$ cat config.mk
export PLATFORM = sky130hd
export DESIGN_NAME = prb_bridge
export DESIGN_NICKNAME = d
export VERILOG_FILES = /design/src/core/prb_pkg.sv /design/src/core/prb_bridge.sv
export SDC_FILE = /design/constraint.sdc
export NUM_CORES = 1
export LEC_CHECK = 0
export ABC_CLOCK_PERIOD_IN_PS = 4100
export BUFFER_PORTS_ARGS = -buffer_cell sky130_fd_sc_hd__buf_2
export CAP_MARGIN = 20
export CORE_AREA = 2 2 117 119
export DETAILED_ROUTE_END_ITERATION = 12
export DIE_AREA = 0 0 119 121
export GPL_ROUTABILITY_DRIVEN = 0
export PLACE_DENSITY = 0.73
export SYNTH_ARGS = -nofsm -noshare
export SYNTH_HDL_FRONTEND = slang
export SYNTH_SLANG_ARGS = --single-unit
$ cat constraint.sdc
create_clock -name core_clk -period 4.1 [get_ports core_clk]
set_clock_uncertainty 0.2 [all_clocks]
set_input_delay 0.205 -clock core_clk [delete_from_list [all_inputs] [get_ports core_clk]]
set_output_delay 0.205 -clock core_clk [all_outputs]
set_load 0.05 [all_outputs]
$ cat src/core/prb_pkg.sv
// Package for the peripheral register access bridge
package prb_pkg;

    localparam int ADDR_W = 32;
    localparam int DATA_W = 32;

    // Address windows (upper bits compared against these bases)
    localparam logic [31:0] SYS_BASE   = 32'h0008_0000;
    localparam logic [31:0] SYS_MASK   = 32'hFFFF_FC00;
    localparam logic [31:0] BUS_BASE   = 32'h0008_1300;
    localparam logic [31:0] BERR_MASK  = 32'hFFFF_FFF0;
    localparam logic [31:0] BUS_MASK   = 32'hFFFF_FF00;
    localparam logic [31:0] XFER_BASE  = 32'h0008_2400;
    localparam logic [31:0] INTR_BASE  = 32'h0008_7000;
    localparam logic [31:0] INTR_MASK  = 32'hFFFF_F000;
    localparam logic [31:0] XBUS_BASE  = 32'h0008_1400;

    // Core clock cycle counts
    localparam logic [3:0] SYS_CYCLES  = 4'h3;
    localparam logic [3:0] FAST_CYCLES = 4'h2;
    localparam logic [3:0] MAIN_CYCLES = 4'h1;

    // Peripheral bus number field position within the address
    localparam int PBUS_LSB = 16;
    localparam logic [2:0] PBUS_ONE = 3'h1;

    typedef enum logic [1:0] {
        PRB_CLS_SYS,
        PRB_CLS_FAST,
        PRB_CLS_PBUS1,
        PRB_CLS_SYNC
    } prb_cls_t;

    typedef struct packed {
        logic              wr;
        logic [ADDR_W-1:0] addr;
        logic [DATA_W-1:0] wdata;
    } prb_req_t;

    typedef struct packed {
        logic              wr;
        logic [ADDR_W-1:0] addr;
        logic [DATA_W-1:0] wdata;
        logic [2:0]        bus;
    } prb_preq_t;

endpackage

$ cat src/core/prb_bridge.sv
// CPU to peripheral bus bridge with access cycle timing
//
// Behaviour
// RULE_01 - Access cycles: main, sync, peripheral cycles summed
// RULE_02 - Peripheral cycles set per register by slave
// RULE_03 - Sync added for buses 2-6, not bus-error
// RULE_04 - Sync length follows clock ratio and phase
// RULE_05 - Fast core: main plus sync within one period
// RULE_06 - Slow core: next access on following core cycle
// RULE_07 - Counts hold only without transfer controller contention
// RULE_08 - Software avoids system writes during sleep
// RULE_09 - Software reads back last written register
// RULE_10 - System control registers take three core cycles
// RULE_11 - Bus, transfer, interrupt registers take two cycles
// RULE_12 - CPU stalled until peripheral side completes
`timescale 1ns/1ns
module prb_bridge
    import prb_pkg::*;
(
    input  wire logic                core_clk,
    input  wire logic                reset,
    // CPU side
    input  wire logic                cpu_valid,
    input  wire prb_req_t            cpu_req,
    output logic                     cpu_ready,
    output logic [DATA_W-1:0]        cpu_rdata,
    // Competing bus master
    input  wire logic                xfer_busy,
    // Divided clock edge marker (pin domain)
    input  wire logic                pclk_edge,
    input  wire logic                core_ge_pclk,
    // Local register slaves (system, bus, transfer, interrupt)
    output logic                     loc_sel,
    output prb_req_t                 loc_req,
    input  wire logic [DATA_W-1:0]   loc_rdata,
    // Peripheral buses 0 to 7
    output logic                     per_valid,
    output prb_preq_t                per_req,
    input  wire logic                per_done,
    input  wire logic [DATA_W-1:0]   per_rdata
);

    typedef enum logic [2:0] {
        ST_IDLE,
        ST_LOCAL,
        ST_SYNC,
        ST_PER,
        ST_DONE
    } prb_state_t;

    prb_state_t        state_ff, nxt_state;
    prb_req_t          req_ff, nxt_req;
    logic [3:0]        cnt_ff, nxt_cnt;
    logic [DATA_W-1:0] rdata_ff, nxt_rdata;
    logic [2:0]        bus_ff, nxt_bus;
    logic              edge_s1_ff, edge_s2_ff, edge_s3_ff;
    logic              ratio_s1_ff, ratio_s2_ff;
    logic              edge_rise;
    prb_cls_t          cls_dec;
    logic [2:0]        bus_dec;

    // Two-flop synchronisers for the divided-clock marker and ratio strap
    always_ff @(posedge core_clk or posedge reset) begin
        if (reset) begin
            edge_s1_ff  <= 1'b0;
            edge_s2_ff  <= 1'b0;
            edge_s3_ff  <= 1'b0;
            ratio_s1_ff <= 1'b0;
            ratio_s2_ff <= 1'b0;
        end else begin
            edge_s1_ff  <= pclk_edge;
            edge_s2_ff  <= edge_s1_ff;
            edge_s3_ff  <= edge_s2_ff;
            ratio_s1_ff <= core_ge_pclk;
            ratio_s2_ff <= ratio_s1_ff;
        end
    end
    assign edge_rise = edge_s2_ff & ~edge_s3_ff;

    // Address class decode
    always_comb begin
        bus_dec = cpu_req.addr[PBUS_LSB +: 3];
        if ((cpu_req.addr & SYS_MASK) == SYS_BASE) begin
            cls_dec = PRB_CLS_SYS;                                 // [RULE_10]
        // Whole bus controller window is fast, bus-error registers included
        end else if (((cpu_req.addr & BUS_MASK) == BUS_BASE) ||
                     ((cpu_req.addr & BUS_MASK) == XFER_BASE) ||
                     ((cpu_req.addr & INTR_MASK) == INTR_BASE)) begin
            cls_dec = PRB_CLS_FAST;                                // [RULE_11] [RULE_03]
        end else if ((cpu_req.addr & BUS_MASK) == XBUS_BASE) begin
            cls_dec = PRB_CLS_SYNC;                                // [RULE_03]
        end else if (bus_dec == PBUS_ONE) begin
            cls_dec = PRB_CLS_PBUS1;                               // [RULE_03]
        end else begin
            cls_dec = PRB_CLS_SYNC;                                // [RULE_03]
        end
    end

    always_comb begin
        nxt_state = state_ff;
        nxt_req   = req_ff;
        nxt_cnt   = cnt_ff;
        nxt_rdata = rdata_ff;
        nxt_bus   = bus_ff;
        case (state_ff)
            ST_IDLE: begin
                // Contention with the transfer controller delays the start
                if (cpu_valid && !xfer_busy) begin                 // [RULE_07]
                    nxt_req = cpu_req;
                    nxt_bus = bus_dec;
                    if (cls_dec == PRB_CLS_SYS) begin
                        nxt_cnt   = SYS_CYCLES - MAIN_CYCLES;      // [RULE_10] [RULE_01]
                        nxt_state = ST_LOCAL;
                    end else if (cls_dec == PRB_CLS_FAST) begin
                        nxt_cnt   = FAST_CYCLES - MAIN_CYCLES;     // [RULE_11] [RULE_01]
                        nxt_state = ST_LOCAL;
                    end else if (cls_dec == PRB_CLS_SYNC) begin
                        nxt_state = ST_SYNC;                       // [RULE_01]
                    end else begin
                        nxt_state = ST_PER;
                    end
                end
            end
            ST_LOCAL: begin
                if (cnt_ff == MAIN_CYCLES) begin
                    nxt_rdata = loc_rdata;
                    nxt_state = ST_DONE;
                end else begin
                    nxt_cnt = cnt_ff - MAIN_CYCLES;
                end
            end
            ST_SYNC: begin
                // Wait for the divided-clock edge; fast core waits at most one period
                if (edge_rise || !ratio_s2_ff) begin               // [RULE_04] [RULE_05]
                    nxt_state = ST_PER;
                end
            end
            ST_PER: begin
                // Slave decides its own length per register
                if (per_done) begin                                // [RULE_02]
                    nxt_rdata = per_rdata;
                    nxt_state = ST_DONE;
                end
            end
            ST_DONE: begin
                nxt_state = ST_IDLE;                               // [RULE_06]
            end
            default: begin
                nxt_state = ST_IDLE;
            end
        endcase
    end

    always_ff @(posedge core_clk or posedge reset) begin
        if (reset) begin
            state_ff <= ST_IDLE;
            req_ff   <= '0;
            cnt_ff   <= 4'h0;
            rdata_ff <= 32'h0000_0000;
            bus_ff   <= 3'h0;
        end else begin
            state_ff <= nxt_state;
            req_ff   <= nxt_req;
            cnt_ff   <= nxt_cnt;
            rdata_ff <= nxt_rdata;
            bus_ff   <= nxt_bus;
        end
    end

    assign cpu_ready     = (state_ff == ST_DONE);                  // [RULE_12]
    assign cpu_rdata     = rdata_ff;
    assign loc_sel       = (state_ff == ST_LOCAL);
    assign loc_req       = req_ff;
    assign per_valid     = (state_ff == ST_PER);
    assign per_req.wr    = req_ff.wr;
    assign per_req.addr  = req_ff.addr;
    assign per_req.wdata = req_ff.wdata;
    assign per_req.bus   = bus_ff;
endmodule

==> report_table.html, run 1 <==
<table>
<tr><th>Metric</th><th>Value</th></tr>
<tr><th colspan="2">Synthesis</th></tr>
<tr><td>Most instantiated flip-flop cell in the synthesis netlist</td><td>dfrtp_1</td></tr>
<tr><td>Post-synth ARST share</td><td>100%</td></tr>
<tr><td>Mapped Nets</td><td>562</td></tr>
<tr><td>Gate Count Post-Synth</td><td>424</td></tr>
<tr><td>Share of Yosys cell area claimed by the top area cell type</td><td>53.0%</td></tr>
<tr><td>Library cell occupying the most area in the post-synthesis netlist</td><td>dfrtp_1</td></tr>
<tr><td>Post-synthesis sequential area ratio</td><td>53.0%</td></tr>
<tr><td>Number of different library cells in the post-synthesis netlist</td><td>40</td></tr>
<tr><td>Number of warnings printed during yosys synthesis</td><td>0</td></tr>
<tr><td>Leading cell types by total area after synthesis</td><td>dfrtp_1 (53%), mux2_2 (14%), buf_4 (9.9%)</td></tr>
<tr><td>Register bit count reported by yosys</td><td>109</td></tr>
<tr><td>Mapped Avg Cell Area</td><td>12.1 um2</td></tr>
<tr><td>Cell with the most instances after synthesis</td><td>dfrtp_1</td></tr>
<tr><td>Post-synth EDFFs</td><td>0</td></tr>
<tr><td>Most frequent cells after synthesis</td><td>dfrtp_1 (109), buf_4 (68), mux2_2 (65)</td></tr>
<tr><td>Netlist area before placement</td><td>5150 um2</td></tr>
<tr><th colspan="2">Cells and area</th></tr>
<tr><td>Reg area</td><td>2730 um2</td></tr>
<tr><td>Area of the multi-input gates</td><td>1770 um2</td></tr>
<tr><td>Fill cell total of the finished layout</td><td>1,042</td></tr>
<tr><td>Final Net Count</td><td>914</td></tr>
<tr><td>Share of post-route cells with drive strength above 1</td><td>50.7%</td></tr>
<tr><td>Post-synthesis to final-layout area growth</td><td>52.1%</td></tr>
<tr><th colspan="2">Timing</th></tr>
<tr><td>Transition time at the pin with the least slew margin</td><td>1.02 ns</td></tr>
<tr><td>Hold Fails Final Rpt</td><td>0</td></tr>
<tr><td>Post-route fraction of the period consumed by the critical path</td><td>76.2%</td></tr>
<tr><td>Final worst path period need</td><td>3.12 ns</td></tr>
<tr><td>Total setup violations reported at the end of the flow</td><td>0</td></tr>
<tr><td>RSZ-0062 raised after global routing</td><td>no</td></tr>
<tr><td>Rel. slew slack</td><td>31.7%</td></tr>
<tr><td>Max-slew violation count</td><td>0</td></tr>
<tr><td>Total negative slack</td><td>0 ns</td></tr>
<tr><td>Fmax</td><td>320 MHz</td></tr>
<tr><th colspan="2">Die</th></tr>
<tr><td>Top Ports</td><td>304</td></tr>
<tr><td>Placeable Area</td><td>13,100 um2</td></tr>
<tr><td>Die area</td><td>14,400 um2</td></tr>
<tr><td>Row count</td><td>42</td></tr>
<tr><td>Vertical extent of the die</td><td>121 um</td></tr>
<tr><td>Die width</td><td>119 um</td></tr>
<tr><td>Initial core utilization</td><td>39.3%</td></tr>
<tr><th colspan="2">CTS</th></tr>
<tr><td>TritonCTS Buffers</td><td>9</td></tr>
<tr><td>CTS resizes</td><td>0</td></tr>
<tr><td>TritonCTS clock tree</td><td>built</td></tr>
<tr><td>H-Tree Level Count</td><td>3</td></tr>
<tr><td>Root buf cell</td><td>clkbuf_16</td></tr>
<tr><td>Maximum root-to-sink buffer count</td><td>2</td></tr>
<tr><td>Number of clock sinks</td><td>109</td></tr>
<tr><td>Insertion delay of the later-clocked pin in the worst-skew pair</td><td>0.35 ns</td></tr>
<tr><td>Worst-path clk slew</td><td>0.08 ns</td></tr>
<tr><th colspan="2">Route</th></tr>
<tr><td>Number of DRC markers after the initial detailed-route iteration</td><td>199</td></tr>
<tr><td>Post-DR wirelength/cell</td><td>14.7 um</td></tr>
<tr><td>Antenna viol nets, final</td><td>0</td></tr>
<tr><td>Number of search-and-repair iterations in the first detailed-routing pass</td><td>4</td></tr>
<tr><td>Vias per Instance</td><td>4.68</td></tr>
<tr><td>DRC violations left</td><td>0</td></tr>
<tr><td>Via count</td><td>4,485</td></tr>
<tr><td>Total wire length</td><td>14,100 um</td></tr>
<tr><th colspan="2">Worst setup path</th></tr>
<tr><td>CP Max Fanout</td><td>33</td></tr>
<tr><td>Critical path type</td><td>register to register</td></tr>
<tr><td>Required time of the worst setup path</td><td>4.05 ns</td></tr>
<tr><td>Kind of launch point of the worst setup path</td><td>register</td></tr>
<tr><td>Data arrival time of the critical path</td><td>3.08 ns</td></tr>
<tr><td>Kind of end point of the critical path</td><td>register</td></tr>
<tr><th colspan="2">Global routing</th></tr>
<tr><td>Maximum number of pins on one net before global-route repair</td><td>74</td></tr>
<tr><td>GRT Residual Overflow</td><td>0</td></tr>
<tr><td>Global-route wire length before repair</td><td>21,900 um</td></tr>
<tr><td>GRT Resource Usage Total</td><td>19.0%</td></tr>
<tr><td>Number of antenna violations at the first check in global routing</td><td>1</td></tr>
<tr><td>Vias in the first global route</td><td>4,582</td></tr>
<tr><th colspan="2">Run status</th></tr>
<tr><td>Status</td><td>finished, final reports clean</td></tr>
<tr><th colspan="2">Worst hold path</th></tr>
<tr><td>Path type of the worst min-delay path</td><td>primary input to register</td></tr>
<tr><th colspan="2">Placed design</th></tr>
<tr><td>HPWL after DPL</td><td>9030 um</td></tr>
<tr><td>Port bufs</td><td>303</td></tr>
<tr><th colspan="2">Job</th></tr>
<tr><td>Number of violations of the max-capacitance limit</td><td>0</td></tr>
</table>
-- critical path: stages, from the launching register on --
cell	delay, ns
dfrtp_1	0.51
nor2b_1	0.42
nand2_2	0.66
mux2i_1	0.39
dlygate4sd3_1	0.61
a21oi_1	0.10
-- path summary, 6_finish.rpt --
path	from	endpoint	slack [ns]	cells past startpoint
worst max-delay path	state_ff[0]	cpu_rdata[7]	0.98	5
worst min-delay path	loc_rdata[20]	cpu_rdata[20]	0.003	3
worst max register to register	state_ff[0]	cpu_rdata[7]	0.98	5
worst min register to register	edge_s1_ff	edge_s2_ff	0.16	0
max in group asynchronous	reset	cpu_rdata[9]	2.29	4
min in group asynchronous	reset	loc_req[39]	0.41	3
-- sequential cells by signal, summed over array words and instances, names as in the netlist --
register,cells
cpu_rdata,32
state_ff,3
edge_s1_ff,1
ratio_s1_ff,1
edge_s3_ff,1
loc_req,65
cnt_ff,4
ratio_s2_ff,1
edge_s2_ff,1
-- stage by stage --
stage | setup WS [ns] | cells | cell area [um2] | util [%] | hold slack [ns]
5_1_grt | 0.833 | 957 | 7830 | 59.8 | 0.00583
3_3_place_gp | 1.62 | 818 | 6290 | 48.1 | 0.118
3_5_place_dp | 1.47 | 818 | 6290 | 48.1 | 0.115
6_report | 0.976 | 958 | 7830 | 59.8 | 0.00289
2_1_floorplan | 0.821 | 424 | 5150 | - | 0.0364
4_1_cts | 1.12 | 957 | 7830 | 59.8 | 0.000833
-- cell families after synthesis --
group	after synthesis	synth area share, %
AOI/OAI and AO/OA	49	6.37
adders and majority gates	2	0.486
buffers and inverters	96	12.8
DFF	109	53.0
muxes	99	20.9
and+or+nand+nor	69	6.42
-- final cells by class --
| cell class | count | area share (%) |
|---|---|---|
| Antenna cell | 1 | 0.0320 |
| Clock buffer | 11 | 3.10 |
| Clock inverter | 5 | 0.767 |
| Multi-Input combinational cell | 219 | 22.6 |
| Timing Repair Buffer | 429 | 35.4 |
| Inverter | 8 | 0.416 |
| Tap cell | 176 | 2.81 |
| Sequential cell | 109 | 34.8 |
-- cell usage in the layout, fill, tap and decap left out, drive strengths merged, types with 2 or more instances in the layout --
cell type / n
a21oi: 34
a22o: 2
buf: 306
clkbuf: 11
clkinvlp: 4
dfrtp: 109
dlygate4sd3: 123
ha: 2
inv: 8
mux2: 66
mux2i: 33
nand2: 9
nand2b: 4
nand4: 2
nor2: 36
nor2b: 2
nor3: 4
nor4: 4
o211ai: 2
o21ai: 2
or4: 2
-- per-layer routing --
layer	vias up	wire, um	global-route usage, %	share of wire (%)
li1	2098	-	-	-
met1	2143	5360	20.9	38
met2	205	7460	34.7	53
met3	39	860	4.14	6.1
met4	0	433	9.45	3.1
met5	-	0	0	0
-- what timing repair did --
item	CTS	global route
endpoints found under the setup margin	0	0
hold buffers	123	0
endpoints found under the hold margin	168	0
buffers inserted	0	0
Power of run 1 is not shown: default switching activity piles up to over one toggle a cycle in this logic, so the estimate is an artifact.
==> run 2, diff against run 1 <==
--- a/config.mk
+++ b/config.mk
@@ -5,7 +5,7 @@
 export SDC_FILE = /design/constraint.sdc
 export NUM_CORES = 1
 export LEC_CHECK = 0
-export ABC_CLOCK_PERIOD_IN_PS = 4100
+export ABC_CLOCK_PERIOD_IN_PS = 3100
 export BUFFER_PORTS_ARGS = -buffer_cell sky130_fd_sc_hd__buf_2
 export CAP_MARGIN = 20
 export CORE_AREA = 2 2 117 119
==> constraint.sdc (replaced) <==
create_clock -name core_clk -period 3.1 [get_ports core_clk]
set_clock_uncertainty 0.2 [all_clocks]
set_input_delay 0.155 -clock core_clk [delete_from_list [all_inputs] [get_ports core_clk]]
set_output_delay 0.155 -clock core_clk [all_outputs]
set_load 0.05 [all_outputs]
==> run 2 against run 1 <==
Compared with the run above: non-clock buffer count grew 11; sequential share of layout area shrank 0.75 points; die area is the same; setup slack lost 0.50 ns.
==> report_table.html, run 2 (synthesis gave the netlist of run 1 again) <==
<table>
<tr><th>Metric</th><th>Value</th></tr>
<tr><th colspan="2">Run status</th></tr>
<tr><td>Status</td><td>finished, final reports clean</td></tr>
<tr><th colspan="2">Timing</th></tr>
<tr><td>RSZ-0062 raised after global routing</td><td>no</td></tr>
<tr><td>Minimum setup slack in the final design</td><td>0.475 ns (-0.501 ns)</td></tr>
<tr><td>Max-slew violation count</td><td>0 (unchanged)</td></tr>
<tr><td>Total setup violations reported at the end of the flow</td><td>0 (unchanged)</td></tr>
<tr><td>Total negative slack</td><td>0 ns (unchanged)</td></tr>
<tr><td>Hold Worst Slack</td><td>0.0324 ns (+0.0295 ns)</td></tr>
<tr><td>Hold Fails Final Rpt</td><td>0 (unchanged)</td></tr>
<tr><td>Final worst path period need</td><td>2.62 ns (-0.499 ns)</td></tr>
<tr><td>Rel. slew slack</td><td>45.0% (+13 points)</td></tr>
<tr><td>Fmax</td><td>381 MHz (+19%)</td></tr>
<tr><td>Post-route fraction of the period consumed by the critical path</td><td>84.7% (+8.5 points)</td></tr>
<tr><td>Transition time at the pin with the least slew margin</td><td>0.825 ns (-0.196 ns)</td></tr>
<tr><th colspan="2">Route</th></tr>
<tr><td>Post-DR wirelength/cell</td><td>15.4 um (+4.3%)</td></tr>
<tr><td>Number of search-and-repair iterations in the first detailed-routing pass</td><td>4 (unchanged)</td></tr>
<tr><td>Antenna viol nets, final</td><td>0 (unchanged)</td></tr>
<tr><td>Vias per Instance</td><td>4.72 (+0.91%)</td></tr>
<tr><td>Total wire length</td><td>14,900 um (+5.4%)</td></tr>
<tr><td>Number of DRC markers after the initial detailed-route iteration</td><td>221 (+11%)</td></tr>
<tr><td>Via count</td><td>4,573 (+2.0%)</td></tr>
<tr><td>DRC violations left</td><td>0 (unchanged)</td></tr>
<tr><th colspan="2">CTS</th></tr>
<tr><td>Maximum root-to-sink buffer count</td><td>2 (unchanged)</td></tr>
<tr><td>Number of clock sinks</td><td>109 (unchanged)</td></tr>
<tr><td>TritonCTS clock tree</td><td>built</td></tr>
<tr><td>Post-CTS Setup Bufs</td><td>0 (unchanged)</td></tr>
<tr><td>Insertion delay of the later-clocked pin in the worst-skew pair</td><td>0.34 ns (about the same)</td></tr>
<tr><td>Root buf cell</td><td>clkbuf_16</td></tr>
<tr><td>TritonCTS Buffers</td><td>9 (unchanged)</td></tr>
<tr><td>H-Tree Level Count</td><td>3 (unchanged)</td></tr>
<tr><td>Worst-path clk slew</td><td>0.08 ns (about the same)</td></tr>
<tr><th colspan="2">Die</th></tr>
<tr><td>Top Ports</td><td>304 (unchanged)</td></tr>
<tr><td>Row count</td><td>42 (unchanged)</td></tr>
<tr><td>Initial core utilization</td><td>39.3% (unchanged)</td></tr>
<tr><td>Vertical extent of the die</td><td>121 um (unchanged)</td></tr>
<tr><td>Die area</td><td>14,400 um2 (unchanged)</td></tr>
<tr><td>Placeable Area</td><td>13,100 um2 (unchanged)</td></tr>
<tr><td>Die width</td><td>119 um (unchanged)</td></tr>
<tr><th colspan="2">Worst setup path</th></tr>
<tr><td>Crit-path slowest cell</td><td>dlygate4sd3_1</td></tr>
<tr><td>Required time of the worst setup path</td><td>3.16 ns (-0.89 ns)</td></tr>
<tr><td>Number of buffer and inverter instances along the worst setup path</td><td>2 (+1)</td></tr>
<tr><td>Number of cell instances on the worst register-to-register path</td><td>6 (+1)</td></tr>
<tr><td>Kind of launch point of the worst setup path</td><td>register</td></tr>
<tr><td>Setup slack on the worst flop-to-flop path</td><td>0.48 ns (-0.50 ns)</td></tr>
<tr><td>Worst R2R Start</td><td>state_ff[0]</td></tr>
<tr><td>Kind of end point of the critical path</td><td>register</td></tr>
<tr><td>CP Max Fanout</td><td>33 (unchanged)</td></tr>
<tr><td>Max incr delay on CP</td><td>0.58 ns (-0.08 ns)</td></tr>
<tr><td>Critical path type</td><td>register to register</td></tr>
<tr><td>Critical register-to-register path endpoint</td><td>cpu_rdata[30]</td></tr>
<tr><td>Critical path cell sequence</td><td>nor2b_1 -&gt; nand2_2 -&gt; buf_4 -&gt; mux2i_1 -&gt; dlygate4sd3_1 -&gt; a21oi_1</td></tr>
<tr><td>Data arrival time of the critical path</td><td>2.68 ns (-0.40 ns)</td></tr>
<tr><td>Cell class contributing the biggest share of worst-path delay</td><td>buffers and inverters</td></tr>
<tr><th colspan="2">Global routing</th></tr>
<tr><td>GRT Residual Overflow</td><td>0 (unchanged)</td></tr>
<tr><td>Number of antenna violations at the first check in global routing</td><td>0 (-1)</td></tr>
<tr><td>Maximum number of pins on one net before global-route repair</td><td>67 (-9.5%)</td></tr>
<tr><td>Vias in the first global route</td><td>4,821 (+5.2%)</td></tr>
<tr><td>GRT Resource Usage Total</td><td>20.5% (+1.4 points)</td></tr>
<tr><td>Global-route wire length before repair</td><td>23,400 um (+6.8%)</td></tr>
<tr><th colspan="2">Cells and area</th></tr>
<tr><td>Final Net Count</td><td>925 (+1.2%)</td></tr>
<tr><td>Area of the multi-input gates</td><td>1780 um2 (+0.56%)</td></tr>
<tr><td>Final cell utilization of the core</td><td>61.1% (+1.3 points)</td></tr>
<tr><td>Reg area</td><td>2730 um2 (unchanged)</td></tr>
<tr><td>Most frequent cells in the layout</td><td>buf_2 (303), dlygate4sd3_1 (132), dfrtp_1 (109)</td></tr>
<tr><td>Flip-flop count of the largest register, all copies and words added</td><td>65 (unchanged)</td></tr>
<tr><td>Most common cell after layout, fill and taps aside</td><td>buf_2</td></tr>
<tr><td>Fill cell total of the finished layout</td><td>1,007 (-3.4%)</td></tr>
<tr><td>N_diodes</td><td>0 (-1)</td></tr>
<tr><td>Post-synthesis to final-layout area growth</td><td>55.5%</td></tr>
<tr><td>Share of post-route cells with drive strength above 1</td><td>50.5% (-0.20 points)</td></tr>
<tr><th colspan="2">Placed design</th></tr>
<tr><td>Pre-CTS setup slack</td><td>0.802 ns (-0.663 ns)</td></tr>
<tr><td>HPWL after DPL</td><td>8880 um (-1.7%)</td></tr>
<tr><td>Port bufs</td><td>303 (unchanged)</td></tr>
<tr><th colspan="2">Job</th></tr>
<tr><td>Number of violations of the max-capacitance limit</td><td>0 (unchanged)</td></tr>
<tr><th colspan="2">Worst hold path</th></tr>
<tr><td>Worst Hold Path EP</td><td>state_ff[1]</td></tr>
<tr><td>Worst hold start</td><td>per_done</td></tr>
<tr><td>Count of cells along the worst hold path</td><td>4 (+1)</td></tr>
<tr><td>Path type of the worst min-delay path</td><td>primary input to register</td></tr>
</table>
-- run 2: changes by cell type in the layout (fill, tap and decap cells not counted), moves of 2 or more --
cell and change:
dlygate4sd3_1 +9, clkinvlp_4 -3, buf_12 +2, clkinv_4 +2
-- run 2: stage by stage --
stage | std cells | cell area [um2]
floorplan | 424 | 5150
global placement | 819 | 6320
detailed placement | 819 | 6320
CTS | 967 | 7980
global route | 968 | 8000
finish | 968 | 8000
-- run 2: how the worst max path moves through the flow --
stage	start	to	cells after the start
2_1_floorplan	state_ff[2]	cnt_ff[1]	6
3_3_place_gp	state_ff[1]	loc_req[28]	4
3_5_place_dp	state_ff[1]	loc_req[6]	4
4_1_cts	state_ff[0]	cpu_rdata[12]	6
5_1_grt	state_ff[0]	cpu_rdata[30]	6
6_report	state_ff[0]	cpu_rdata[30]	6
-- run 2: final cells by class --
type	instances	share of cell area [%]
Clock buffer	11	3.16
Clock inverter	5	1.03
Inverter	8	0.422
Multi-Input combinational cell	219	22.3
Sequential cell	109	34.1
Tap cell	176	2.75
Timing Repair Buffer	440	36.3
-- run 2: worst register-to-register path, cell delays in order, from the launching register on --
cell and delay [ns]:
dfrtp_1 0.53, nor2b_1 0.43, nand2_2 0.09, buf_4 0.30
mux2i_1 0.21, dlygate4sd3_1 0.58, a21oi_1 0.21
-- run 2: repair_timing --
action / in CTS / in global routing
hold endpoints to repair: 142 / 0
hold buffers: 132 / 0
resized for setup: 0 / 0
-- run 2: routing by layer --
metal	vias to the layer above	share of wire (%)	global-route usage, %
met4	0	2.7	9.23
li1	2116	-	-
met5	-	0	0
met1	2219	37	22.8
met3	33	5.7	4.14
met2	205	54	37.6
Power of run 2 is left out for the same reason.
